`src/hw/bst_pkg.sv`:
```
// package for the boundary-scan test port: codes, widths, states, carriers
package bst_pkg;
   localparam int unsigned IR_W        = 3;              // instruction width
   localparam int unsigned ID_W        = 32;             // identification width
   localparam int unsigned BSR_W       = 8;              // boundary chain length stand-in
   localparam logic [2:0]  IR_CAPTURE  = 3'h1;           // capture pattern, low bits 01
   localparam logic [2:0]  INS_EXTEST  = 3'h0;           // drive preloaded data
   localparam logic [2:0]  INS_IDCODE  = 3'h1;           // identification select
   localparam logic [2:0]  INS_SAMPZ   = 3'h2;           // sample with outputs off
   localparam logic [2:0]  INS_SAMPLE  = 3'h4;           // sample / preload
   localparam logic [2:0]  INS_BYPASS  = 3'h7;           // bypass select
   localparam logic [31:0] ID_CODE     = 32'h0000_0001;  // arbitrary value, lsb fixed one
   localparam logic        SYNC_RST    = 1'b0;           // synchroniser reset value
   localparam logic        BYP_CAPTURE = 1'b0;           // bypass captures low
   localparam logic [2:0]  RST_HIGHS   = 3'h5;           // mode-select-high edges forcing reset

   // controller states, binary codes written out
   typedef enum logic [3:0] {
      ST_RESET = 4'h0, ST_IDLE  = 4'h1, ST_SELDR = 4'h2, ST_CAPDR = 4'h3,
      ST_SHDR  = 4'h4, ST_EX1DR = 4'h5, ST_PADR  = 4'h6, ST_EX2DR = 4'h7,
      ST_UPDR  = 4'h8, ST_SELIR = 4'h9, ST_CAPIR = 4'hA, ST_SHIR  = 4'hB,
      ST_EX1IR = 4'hC, ST_PAIR  = 4'hD, ST_EX2IR = 4'hE, ST_UPIR  = 4'hF
   } bst_state_e;

   // test pins as seen by the block
   typedef struct packed {
      logic tck;
      logic tms;
      logic tdi;
   } bst_pins_s;
endpackage

```
`src/hw/bst_tap.sv`:
```
// boundary-scan test access port controller with its data registers
// How it works
// - controller logic steps only on test clock edges; synchronisers step on every core clock
// - inputs sampled at test clock rising edge
// - serial output and its enable launched at test clock falling edge
// - state follows mode select each rising edge
// - floating mode select reads as high
// - floating serial input reads as high
// - instruction picks exactly one data register
// - serial input shifts into register msb
// - serial output taken from register lsb
// - output driver enabled only when needed
// - five mode-select-high edges force reset
// - test reset leaves memory untouched
// - power-up reset, output starts tristated
// - unclocked port stays in reset harmlessly
// - full standard controller state machine
// - three-bit instruction, identify after reset
// - capture-instruction loads 01 into low bits
// - one-bit bypass, one stage delay
// - identify captures and shifts 32-bit code
`timescale 1ns/1ps
`default_nettype none
module bst_tap (
   input  wire logic                      core_clk,    // sampling clock
   input  wire logic                      rst_n,       // power-up reset, async low
   input  wire bst_pkg::bst_pins_s        pins,        // raw test pins
   input  wire logic                      tms_driven,  // mode select pad actively driven
   input  wire logic                      tdi_driven,  // serial in pad actively driven
   input  wire logic [bst_pkg::BSR_W-1:0] bsr_pins,    // pin ring snapshot
   output logic                           tdo_o,       // serial data out value
   output logic                           tdo_oe,      // serial data out enable
   output logic [bst_pkg::IR_W-1:0]       instr,       // active instruction
   output logic                           outs_off,    // request memory outputs high z
   output logic [bst_pkg::BSR_W-1:0]      bsr_out      // preloaded pattern for extest
);
   // two-flop synchronisers; first stage read only by second stage
   logic [2:0] s1_reg, s1_next, s2_reg, s2_next;
   logic       tck_d_reg, tck_d_next;              // previous synced clock level
   bst_pkg::bst_state_e st_reg, st_next;           // controller state
   logic [bst_pkg::IR_W-1:0]  ir_sh_reg, ir_sh_next, ir_reg, ir_next;
   logic [bst_pkg::ID_W-1:0]  id_reg, id_next;     // identification shifter
   logic                      byp_reg, byp_next;   // bypass stage
   logic [bst_pkg::BSR_W-1:0] bs_reg, bs_next, pre_reg, pre_next;
   logic tdo_reg, tdo_next, oe_reg, oe_next;       // falling-edge launched outputs
   logic rise, fall, tms_s, tdi_s;
   // pin ring crosses from the memory clocks; each bit synchronised on its own,
   // so a ring that moves during capture may be caught half old, half new
   logic [bst_pkg::BSR_W-1:0] b1_reg, b1_next, b2_reg, b2_next;

   // synchroniser next values; pull-ups make undriven pads read high
   always_comb begin
      s1_next = {pins.tck, pins.tms | ~tms_driven, pins.tdi | ~tdi_driven};
      s2_next = s1_reg;
      tck_d_next = s2_reg[2];
      b1_next = bsr_pins;
      b2_next = b1_reg;
   end

   // sampling flops; reset values are constants only
   always_ff @(posedge core_clk or negedge rst_n) begin
      if (!rst_n) begin
         s1_reg    <= '0;
         s2_reg    <= '0;
         tck_d_reg <= bst_pkg::SYNC_RST;
         b1_reg    <= '0;
         b2_reg    <= '0;
      end else begin
         s1_reg    <= s1_next;
         s2_reg    <= s2_next;
         tck_d_reg <= tck_d_next;
         b1_reg    <= b1_next;
         b2_reg    <= b2_next;
      end
   end

   // edges of the test clock; nothing advances without one
   assign rise  = s2_reg[2] & ~tck_d_reg;
   assign fall  = ~s2_reg[2] & tck_d_reg;
   assign tms_s = s2_reg[1];
   assign tdi_s = s2_reg[0];

   // standard sixteen-state walk
   function automatic bst_pkg::bst_state_e nxt(input bst_pkg::bst_state_e s, input logic m);
      case (s)
         bst_pkg::ST_RESET: nxt = m ? bst_pkg::ST_RESET : bst_pkg::ST_IDLE;
         bst_pkg::ST_IDLE:  nxt = m ? bst_pkg::ST_SELDR : bst_pkg::ST_IDLE;
         bst_pkg::ST_SELDR: nxt = m ? bst_pkg::ST_SELIR : bst_pkg::ST_CAPDR;
         bst_pkg::ST_CAPDR: nxt = m ? bst_pkg::ST_EX1DR : bst_pkg::ST_SHDR;
         bst_pkg::ST_SHDR:  nxt = m ? bst_pkg::ST_EX1DR : bst_pkg::ST_SHDR;
         bst_pkg::ST_EX1DR: nxt = m ? bst_pkg::ST_UPDR  : bst_pkg::ST_PADR;
         bst_pkg::ST_PADR:  nxt = m ? bst_pkg::ST_EX2DR : bst_pkg::ST_PADR;
         bst_pkg::ST_EX2DR: nxt = m ? bst_pkg::ST_UPDR  : bst_pkg::ST_SHDR;
         bst_pkg::ST_UPDR:  nxt = m ? bst_pkg::ST_SELDR : bst_pkg::ST_IDLE;
         bst_pkg::ST_SELIR: nxt = m ? bst_pkg::ST_RESET : bst_pkg::ST_CAPIR;
         bst_pkg::ST_CAPIR: nxt = m ? bst_pkg::ST_EX1IR : bst_pkg::ST_SHIR;
         bst_pkg::ST_SHIR:  nxt = m ? bst_pkg::ST_EX1IR : bst_pkg::ST_SHIR;
         bst_pkg::ST_EX1IR: nxt = m ? bst_pkg::ST_UPIR  : bst_pkg::ST_PAIR;
         bst_pkg::ST_PAIR:  nxt = m ? bst_pkg::ST_EX2IR : bst_pkg::ST_PAIR;
         bst_pkg::ST_EX2IR: nxt = m ? bst_pkg::ST_UPIR  : bst_pkg::ST_SHIR;
         bst_pkg::ST_UPIR:  nxt = m ? bst_pkg::ST_SELDR : bst_pkg::ST_IDLE;
         default:           nxt = bst_pkg::ST_RESET;
      endcase
   endfunction

   // controller and registers, all stepping at rising test clock
   always_comb begin
      st_next    = st_reg;
      ir_sh_next = ir_sh_reg;
      ir_next    = ir_reg;
      id_next    = id_reg;
      byp_next   = byp_reg;
      bs_next    = bs_reg;
      pre_next   = pre_reg;
      if (rise) begin
         st_next = nxt(st_reg, tms_s);
         case (st_reg)
            bst_pkg::ST_CAPIR: ir_sh_next = bst_pkg::IR_CAPTURE;
            bst_pkg::ST_SHIR:  ir_sh_next = {tdi_s, ir_sh_reg[bst_pkg::IR_W-1:1]};
            bst_pkg::ST_UPIR:  ir_next = ir_sh_reg;
            bst_pkg::ST_CAPDR: begin
               // only the selected register captures
               case (ir_reg)
                  bst_pkg::INS_IDCODE: id_next = bst_pkg::ID_CODE;
                  bst_pkg::INS_BYPASS: byp_next = bst_pkg::BYP_CAPTURE;
                  default:             bs_next = b2_reg;
               endcase
            end
            bst_pkg::ST_SHDR: begin
               case (ir_reg)
                  bst_pkg::INS_IDCODE: id_next = {tdi_s, id_reg[bst_pkg::ID_W-1:1]};
                  bst_pkg::INS_BYPASS: byp_next = tdi_s;
                  default:             bs_next = {tdi_s, bs_reg[bst_pkg::BSR_W-1:1]};
               endcase
            end
            bst_pkg::ST_UPDR: begin
               if (ir_reg == bst_pkg::INS_EXTEST || ir_reg == bst_pkg::INS_SAMPLE)
                  pre_next = bs_reg;
            end
            default: ;  // other states hold
         endcase
         // entering test reset restores identify at once, not one edge later
         if (st_next == bst_pkg::ST_RESET) begin
            ir_next  = bst_pkg::INS_IDCODE;
            pre_next = '1;                   // output-enable cell preset high
         end
      end
   end

   // falling edge launches serial output from selected lsb
   always_comb begin
      tdo_next = tdo_reg;
      oe_next  = oe_reg;
      if (fall) begin
         oe_next = (st_reg == bst_pkg::ST_SHDR) || (st_reg == bst_pkg::ST_SHIR);
         if (st_reg == bst_pkg::ST_SHIR)
            tdo_next = ir_sh_reg[0];
         else if (ir_reg == bst_pkg::INS_IDCODE)
            tdo_next = id_reg[0];
         else if (ir_reg == bst_pkg::INS_BYPASS)
            tdo_next = byp_reg;
         else
            tdo_next = bs_reg[0];
      end
   end

   // state registers; power-up reset lands in test reset, driver off
   always_ff @(posedge core_clk or negedge rst_n) begin
      if (!rst_n) begin
         st_reg    <= bst_pkg::ST_RESET;
         ir_sh_reg <= '0;
         ir_reg    <= bst_pkg::INS_IDCODE;
         id_reg    <= '0;
         byp_reg   <= 1'b0;
         bs_reg    <= '0;
         pre_reg   <= '1;
         tdo_reg   <= 1'b0;
         oe_reg    <= 1'b0;
      end else begin
         st_reg    <= st_next;
         ir_sh_reg <= ir_sh_next;
         ir_reg    <= ir_next;
         id_reg    <= id_next;
         byp_reg   <= byp_next;
         bs_reg    <= bs_next;
         pre_reg   <= pre_next;
         tdo_reg   <= tdo_next;
         oe_reg    <= oe_next;
      end
   end

   // outputs; memory path only sees these, never reset by the port
   assign tdo_o    = tdo_reg;
   assign tdo_oe   = oe_reg;
   assign instr    = ir_reg;
   assign bsr_out  = pre_reg;
   assign outs_off = (ir_reg == bst_pkg::INS_SAMPZ) ||
                     (ir_reg == bst_pkg::INS_EXTEST && !pre_reg[bst_pkg::BSR_W-1]);

   // helper: run of rising test clock edges with mode select high, saturating
   logic [2:0] hi_cnt_reg, hi_cnt_next;

   // run length next value; a low mode select ends the run
   always_comb begin
      hi_cnt_next = hi_cnt_reg;
      if (rise) begin
         if (!tms_s)
            hi_cnt_next = 3'h0;
         else if (hi_cnt_reg != bst_pkg::RST_HIGHS)
            hi_cnt_next = hi_cnt_reg + 3'h1;
      end
   end

   // run length register
   always_ff @(posedge core_clk or negedge rst_n) begin
      if (!rst_n)
         hi_cnt_reg <= 3'h0;
      else
         hi_cnt_reg <= hi_cnt_next;
   end
endmodule
`default_nettype wire

```
`config.mk`:
```
export PLATFORM = sky130hd
export DESIGN_NAME = bst_tap
export DESIGN_NICKNAME = d
export VERILOG_FILES = /design/src/hw/bst_pkg.sv /design/src/hw/bst_tap.sv
export SDC_FILE = /design/constraint.sdc
export NUM_CORES = 1
export LEC_CHECK = 0
export ABC_AREA = 1
export BUFFER_PORTS_ARGS = -buffer_cell sky130_fd_sc_hd__buf_2
export CORE_MARGIN = 2
export CORE_UTILIZATION = 50
export DETAILED_ROUTE_END_ITERATION = 7
export PLACE_DENSITY_LB_ADDON = 0.3
export SYNTH_ARGS = -nofsm -noshare
export SYNTH_HDL_FRONTEND = slang
export SYNTH_SLANG_ARGS = --single-unit
```
`constraint.sdc`:
```
create_clock -name core_clk -period 1.7 [get_ports core_clk]
set_input_delay 0.34 -clock core_clk [delete_from_list [all_inputs] [get_ports core_clk]]
set_output_delay 0.34 -clock core_clk [all_outputs]
set_load 0.005 [all_outputs]
```
== Word level (Yosys, flattened, before mapping) ==
Cells that the tools add are included.

* Eq/ne operators: 25
* Reduce and logical (&&, ||, !) cells: 23
* Mux-type cells: 32
* Bitwise logic cells: 8

{| class="wikitable"
|+ Operators by type and width
! operator !! number
|-
| 2-to-1 mux 32 bit || 2
|-
| one-hot mux 32 bit (2 select lines) || 1
|-
| one-hot mux 4 bit (12 select lines) || 1
|-
| 2-to-1 mux 8 bit || 5
|-
| equality test 4 bit, second input constant || 8
|-
| 2-to-1 mux 4 bit || 5
|-
| equality test 4 x 3 -> 1 bit, second input constant || 4
|-
| one-hot mux 8 bit (2 select lines) || 1
|-
| 2-to-1 mux 3 bit || 4
|-
| AND reduction 4 bit || 3
|-
| nonzero test 2 bit || 5
|-
| equality test 4 x 2 -> 1 bit, second input constant || 2
|-
| zero test 4 bit || 2
|-
| 2-to-1 mux 1 bit || 8
|-
| != test 2 bit, second input constant || 4
|-
| equality test 3 bit, second input constant || 2
|-
| 2-to-1 mux 2 bit || 3
|-
| one-hot mux 3 bit (2 select lines) || 1
|-
| OR reduction 2 bit || 3
|-
| equality test 4 x 1 -> 1 bit, second input constant || 1
|-
| != test 2 x 1 -> 1 bit, second input constant || 2
|-
| NOT 1 bit || 4
|-
| AND reduction 2 bit || 2
|-
| equality test 3 x 1 -> 1 bit, second input constant || 1
|-
| other kinds (10) || 14
|}

* Input port bits: 15
* Register bits after elaboration: 84
* Logic and storage cells: 102
* Output and inout port bits: 14

== Longest topological paths before layout ==
* Depth after elaboration: 7
* Gate-level depth with buffers: 14

== Least setup slack after synthesis ==
Ideal clock, no wire load.

* Path type: register -> register
* Start point: reg st_reg[0]
* End point: reg bs_reg[6] in the netlist's numbering
* Setup time: 83 ps
* Arrival: 1444 ps
* Buffers on the path: 2
* Stages on the path, launching flop included: 12
* Setup slack: 174 ps
* Cell sequence: dfrtp_1 buf_4 nor2_2 nand2_2 nand2_1 nand2_1 inv_1 nand3_1 inv_1 buf_4 o211ai_1 o21ai_0

* Word-level cells in the longest chain between the ends: 3

{| class="wikitable"
|+ Ends and longest elaborated chain
! item !! RTL line !! source
|-
| start: declaration || bst_tap.sv:40 || <nowiki>bst_pkg::bst_state_e st_reg, st_next;</nowiki>
|-
| start signal: assignment || bst_tap.sv:170 || <nowiki>st_reg <= bst_pkg::ST_RESET;</nowiki>
|-
| start signal: assignment || bst_tap.sv:180 || <nowiki>st_reg <= st_next;</nowiki>
|-
| equality test 4 x 2 -> 1 bit / equality test 4 x 3 -> 1 bit (equally long branches) || bst_tap.sv:117 || <nowiki>case (st_reg)</nowiki>
|-
| != test 2 bit (no line) / nonzero test 2 bit (equally long branches) || -- ||
|-
| AND reduction 4 bit (no line) || -- ||
|-
| end signal: assignment || bst_tap.sv:185 || <nowiki>bs_reg <= bs_next;</nowiki>
|-
| end: declaration || bst_tap.sv:44 || <nowiki>logic [bst_pkg::BSR_W-1:0] bs_reg, bs_next, pre_reg, pre_next;</nowiki>
|}

Parallel ways exist; a longest one is shown, timed or not.
A chain may end at the register's enable or synchronous reset.

== Worst setup path after layout ==
* Start point: reg st_reg[0]
* End point: reg pre_reg (netlist bit bsr_out[5])

* Word-level cells in the longest chain between the ends: 7

{| class="wikitable"
|+ Ends and longest elaborated chain
! item !! RTL line !! source
|-
| equality test 4 bit, or another cell as far along || bst_tap.sv:85, bst_tap.sv:117 ||
|-
| OR reduction 3 bit (no line) / OR reduction 2 bit (equally long branches) || -- ||
|-
| one-hot mux 4 bit (12 select lines) || bst_tap.sv:85 || <nowiki>case (s)</nowiki>
|-
| 2-to-1 mux 4 bit || bst_tap.sv:115 || <nowiki>if (rise) begin</nowiki>
|-
| zero test 4 bit || bst_tap.sv:143 || <nowiki>if (st_next == bst_pkg::ST_RESET) begin</nowiki>
|-
| nonzero test 2 bit (no line) || -- ||
|-
| AND reduction 3 bit (no line) || -- ||
|-
| end signal: assignment || bst_tap.sv:186 || <nowiki>pre_reg <= pre_next;</nowiki>
|-
| end: declaration || bst_tap.sv:44 ||
|}

Parallel ways exist; a longest one is shown, timed or not. The select of a mux whose other input is x is not followed.

==> results.py <==
metrics = {
    "logic_synthesis": {
        "yosys_warnings": 0,
        "synthesis.area_sq_um": 3500,
        "yosysTopAreaCellShare_pct": 53.6,
        "synthCells": 400,
        "avgSynthCellArea_sq_um": 8.76,
        "ys_types": 25,
        "yosysTopAreaCell": "dfrtp_1",
        "ys_ff_latch": 84,
        "synth_nets": 415,
        "synthTopCellsByArea": "dfrtp_1 54%, nand2_1 16%, dfstp_2 6.7%",
        "synth_seq_area_share_pct": 60.3,
    },
    "clock_tree": {
        "cts.htree.levels": 3,
        "cts_made_buffers": 9,
        "clockBufferDepth": 2,
        "clk_pin_slew_ns": 0.08,
        "cts_sinks": 84,
        "cts_tree": "built",
        "clock-root-buffer": "clkbuf_8",
        "clk_latency_ns": 0.35,
    },
    "layout": {
        "drive_above_1_share_pct": 28.4,
        "fillers": 524,
        "area_growth_pct": 26.7,
        "n_antenna_cell": 0,
        "nNetsFinal": 478,
        "largest_reg_flops": 32,
    },
    "pwr": {
        "leakagePower_nw": 2.33,
        "powerDensity_nw_per_um2": 1520,
        "ir_drop_mv": 0.851,
    },
    "timing": {
        "period_share_pct": 105,
        "maxSlewViolCount": 0,
        "slew_headroom_pct": 75.3,
        "tns_ns": -0.721,
        "max_freq_mhz": 562,
        "skew_ns": 0.0105,
        "finalCriticalPeriod_ns": 1.78,
        "setup_viol": 14,
        "final_hold_viol_count": 0,
        "rsz0062_at_grt": "yes",
        "tightest_slew_ns": 0.370,
        "worst_slack_ns": -0.0785,
    },
    "floorplan": {
        "fp.dieW_um": 87.7,
        "coreArea_sq_um": 6790,
        "start_util_pct": 51.6,
        "die_h_um": 87.7,
        "dieArea_sq_um": 7690,
        "rows": 30,
        "io_pins": 29,
    },
    "status": {
        "failed_checks": "negative setup slack",
        "outcome": "finished with violations",
    },
    "critical_path": {
        "cp_max_fo": 8,
        "slowest_stage": "dfrtp_2",
        "critPathCaptureType": "register",
        "critical_path.startpoint_type": "register",
        "critPathBufInv": 2,
        "arrival_ns": 2.07,
        "critical_path_class": "reg -> reg",
        "required_ns": 1.99,
        "cpPeakStageDelay_ns": 0.49,
        "crit_family": "simple AND/OR/NAND/NOR gates",
        "worstPathCellList": "buf_6 -> nand3_2 -> nor2_1 -> nor2_1 -> nand3_2 -> nor2_4 -> nand3_4 -> buf_6 -> nand2_1 -> nand3_1 -> nand2_1",
    },
    "drt": {
        "vias": 2843,
        "drc": 0,
        "wire_per_inst_um": 12.8,
        "wl_um": 7210,
        "drtIter0Drc": 211,
        "dr.pass1.iters": 4,
        "vias_per_cell": 5.04,
        "ant_nets": 0,
    },
    "place": {
        "dp_hpwl_um": 4790,
        "portBuffers": 28,
        "post-place-ws_ns": -0.182,
        "place_congestion": 0.988,
    },
    "global_routing": {
        "track_usage_pct": 20.7,
        "grt_pass1_vias": 2626,
        "overflow": 0,
        "grt_pass1_wl_um": 12200,
        "grt_start_max_net_pins": 34,
        "antenna_found_initial": 0,
    },
    "hold_path": {
        "min_path_type": "in -> reg",
    },
    "flow_run": {
        "timing.max_cap.violations": 0,
    },
}
[cells in the mapped netlist (all sizes together)]
master    n
nand2   149
dfrtp    75
nand3    48
inv      34
nor2     25
o21ai    24
buf      13
dfstp     9
o211ai    8
clkbuf    4
nand4     4
a21oi     3
a211oi    1
a31oi     1
nor3      1
o221ai    1
[timing repair]
| item | in CTS | in global routing |
|---|---|---|
| cloned | 0 | 1 |
| pin swaps | 10 | 17 |
| gates resized for setup | 20 | 33 |
| setup endpoints to repair | 43 | 53 |
| buffers inserted | 5 | 5 |
| hold buffers | 1 | 0 |
| endpoints found under the hold margin | 16 | 0 |
[cell type report]
class / instances / area, sq um / area share, %
inverter: 34 / 135 / 3.04
sequential: 84 / 2120 / 47.7
multi-input combinational: 265 / 1290 / 29.0
timing repair buffer: 69 / 557 / 12.5
tap: 96 / 120 / 2.70
clock buffer: 10 / 138 / 3.10
clock inverter: 6 / 86.3 / 1.94
[placed cells by master, fill, tap and decap left out, types with 4 or more instances in the layout]
cell type | synthesis | final
o211ai_1 | 8 | 8
nand2_1 | 146 | 136
inv_2 | 1 | 8
nor2_4 | 0 | 6
o21ai_0 | 22 | 21
buf_12 | 0 | 6
nor2_1 | 22 | 16
dfrtp_1 | 75 | 71
nand3_1 | 47 | 45
dfrtp_2 | 0 | 4
nand2_2 | 1 | 9
dfstp_2 | 9 | 9
buf_4 | 2 | 31
clkbuf_8 | 0 | 10
inv_1 | 33 | 25
buf_2 | 10 | 27
nand4_1 | 4 | 4
[final timing paths]
check,start,endpoint,slack (ns),cells past startpoint
hold / removal,bsr_pins[7],b1_reg[7],0.1,1
min in group asynchronous,rst_n,b2_reg[4],0.45,2
max in group asynchronous,rst_n,instr[0],0.69,3
setup / recovery,st_reg[0],bsr_out[5],-0.08,11
hold reg to reg,b1_reg[2],b2_reg[2],0.35,0
setup reg to reg,st_reg[0],bsr_out[5],-0.08,11
[per-layer routing]
| metal | global-route usage [%] | share of wire (%) | vias up |
|---|---|---|---|
| met3 | 5.66 | 5.6 | 17 |
| met1 | 31.1 | 48 | 1345 |
| met5 | 0 | 0 | - |
| li1 | - | - | 1397 |
| met4 | 7.69 | 2.0 | 0 |
| met2 | 28.9 | 44 | 84 |
[power breakdown]
| part | internal (mW) | leakage, nW | switching [mW] | total (mW) |
|---|---|---|---|---|
| Clock | 0.867 | 0.113 | 0.687 | 1.55 |
| Combinational | 1.11 | 1.16 | 1.50 | 2.61 |
| Sequential | 2.38 | 1.06 | 0.201 | 2.58 |
| Total | 4.36 | 2.33 | 2.39 | 6.75 |
[cells by family after synthesis]
group	after synthesis	share of synthesized area [%]
AOI/OAI and AO/OA	38	6.21
DFF	84	60.3
and+or+nand+nor	227	27.2
buffers and inverters	51	6.28
[metrics by stage]
| step | cells | total power [mW] | area [sq um] | hold slack [ns] | utilization [%] |
|---|---|---|---|---|---|
| after floorplan | 400 | 3.89 | 3500 | 0.0444 | - |
| final | 564 | 6.75 | 4440 | 0.0961 | 65.4 |
| after global placement | 536 | 4.65 | 3940 | 0.282 | 58.0 |
| after detailed placement | 536 | 4.68 | 3940 | 0.288 | 58.0 |
| after CTS | 558 | 6.47 | 4270 | 0.0831 | 62.9 |
| after global routing | 564 | 7.21 | 4440 | 0.0772 | 65.4 |
Note: power is estimated with default switching activity, not from simulation.
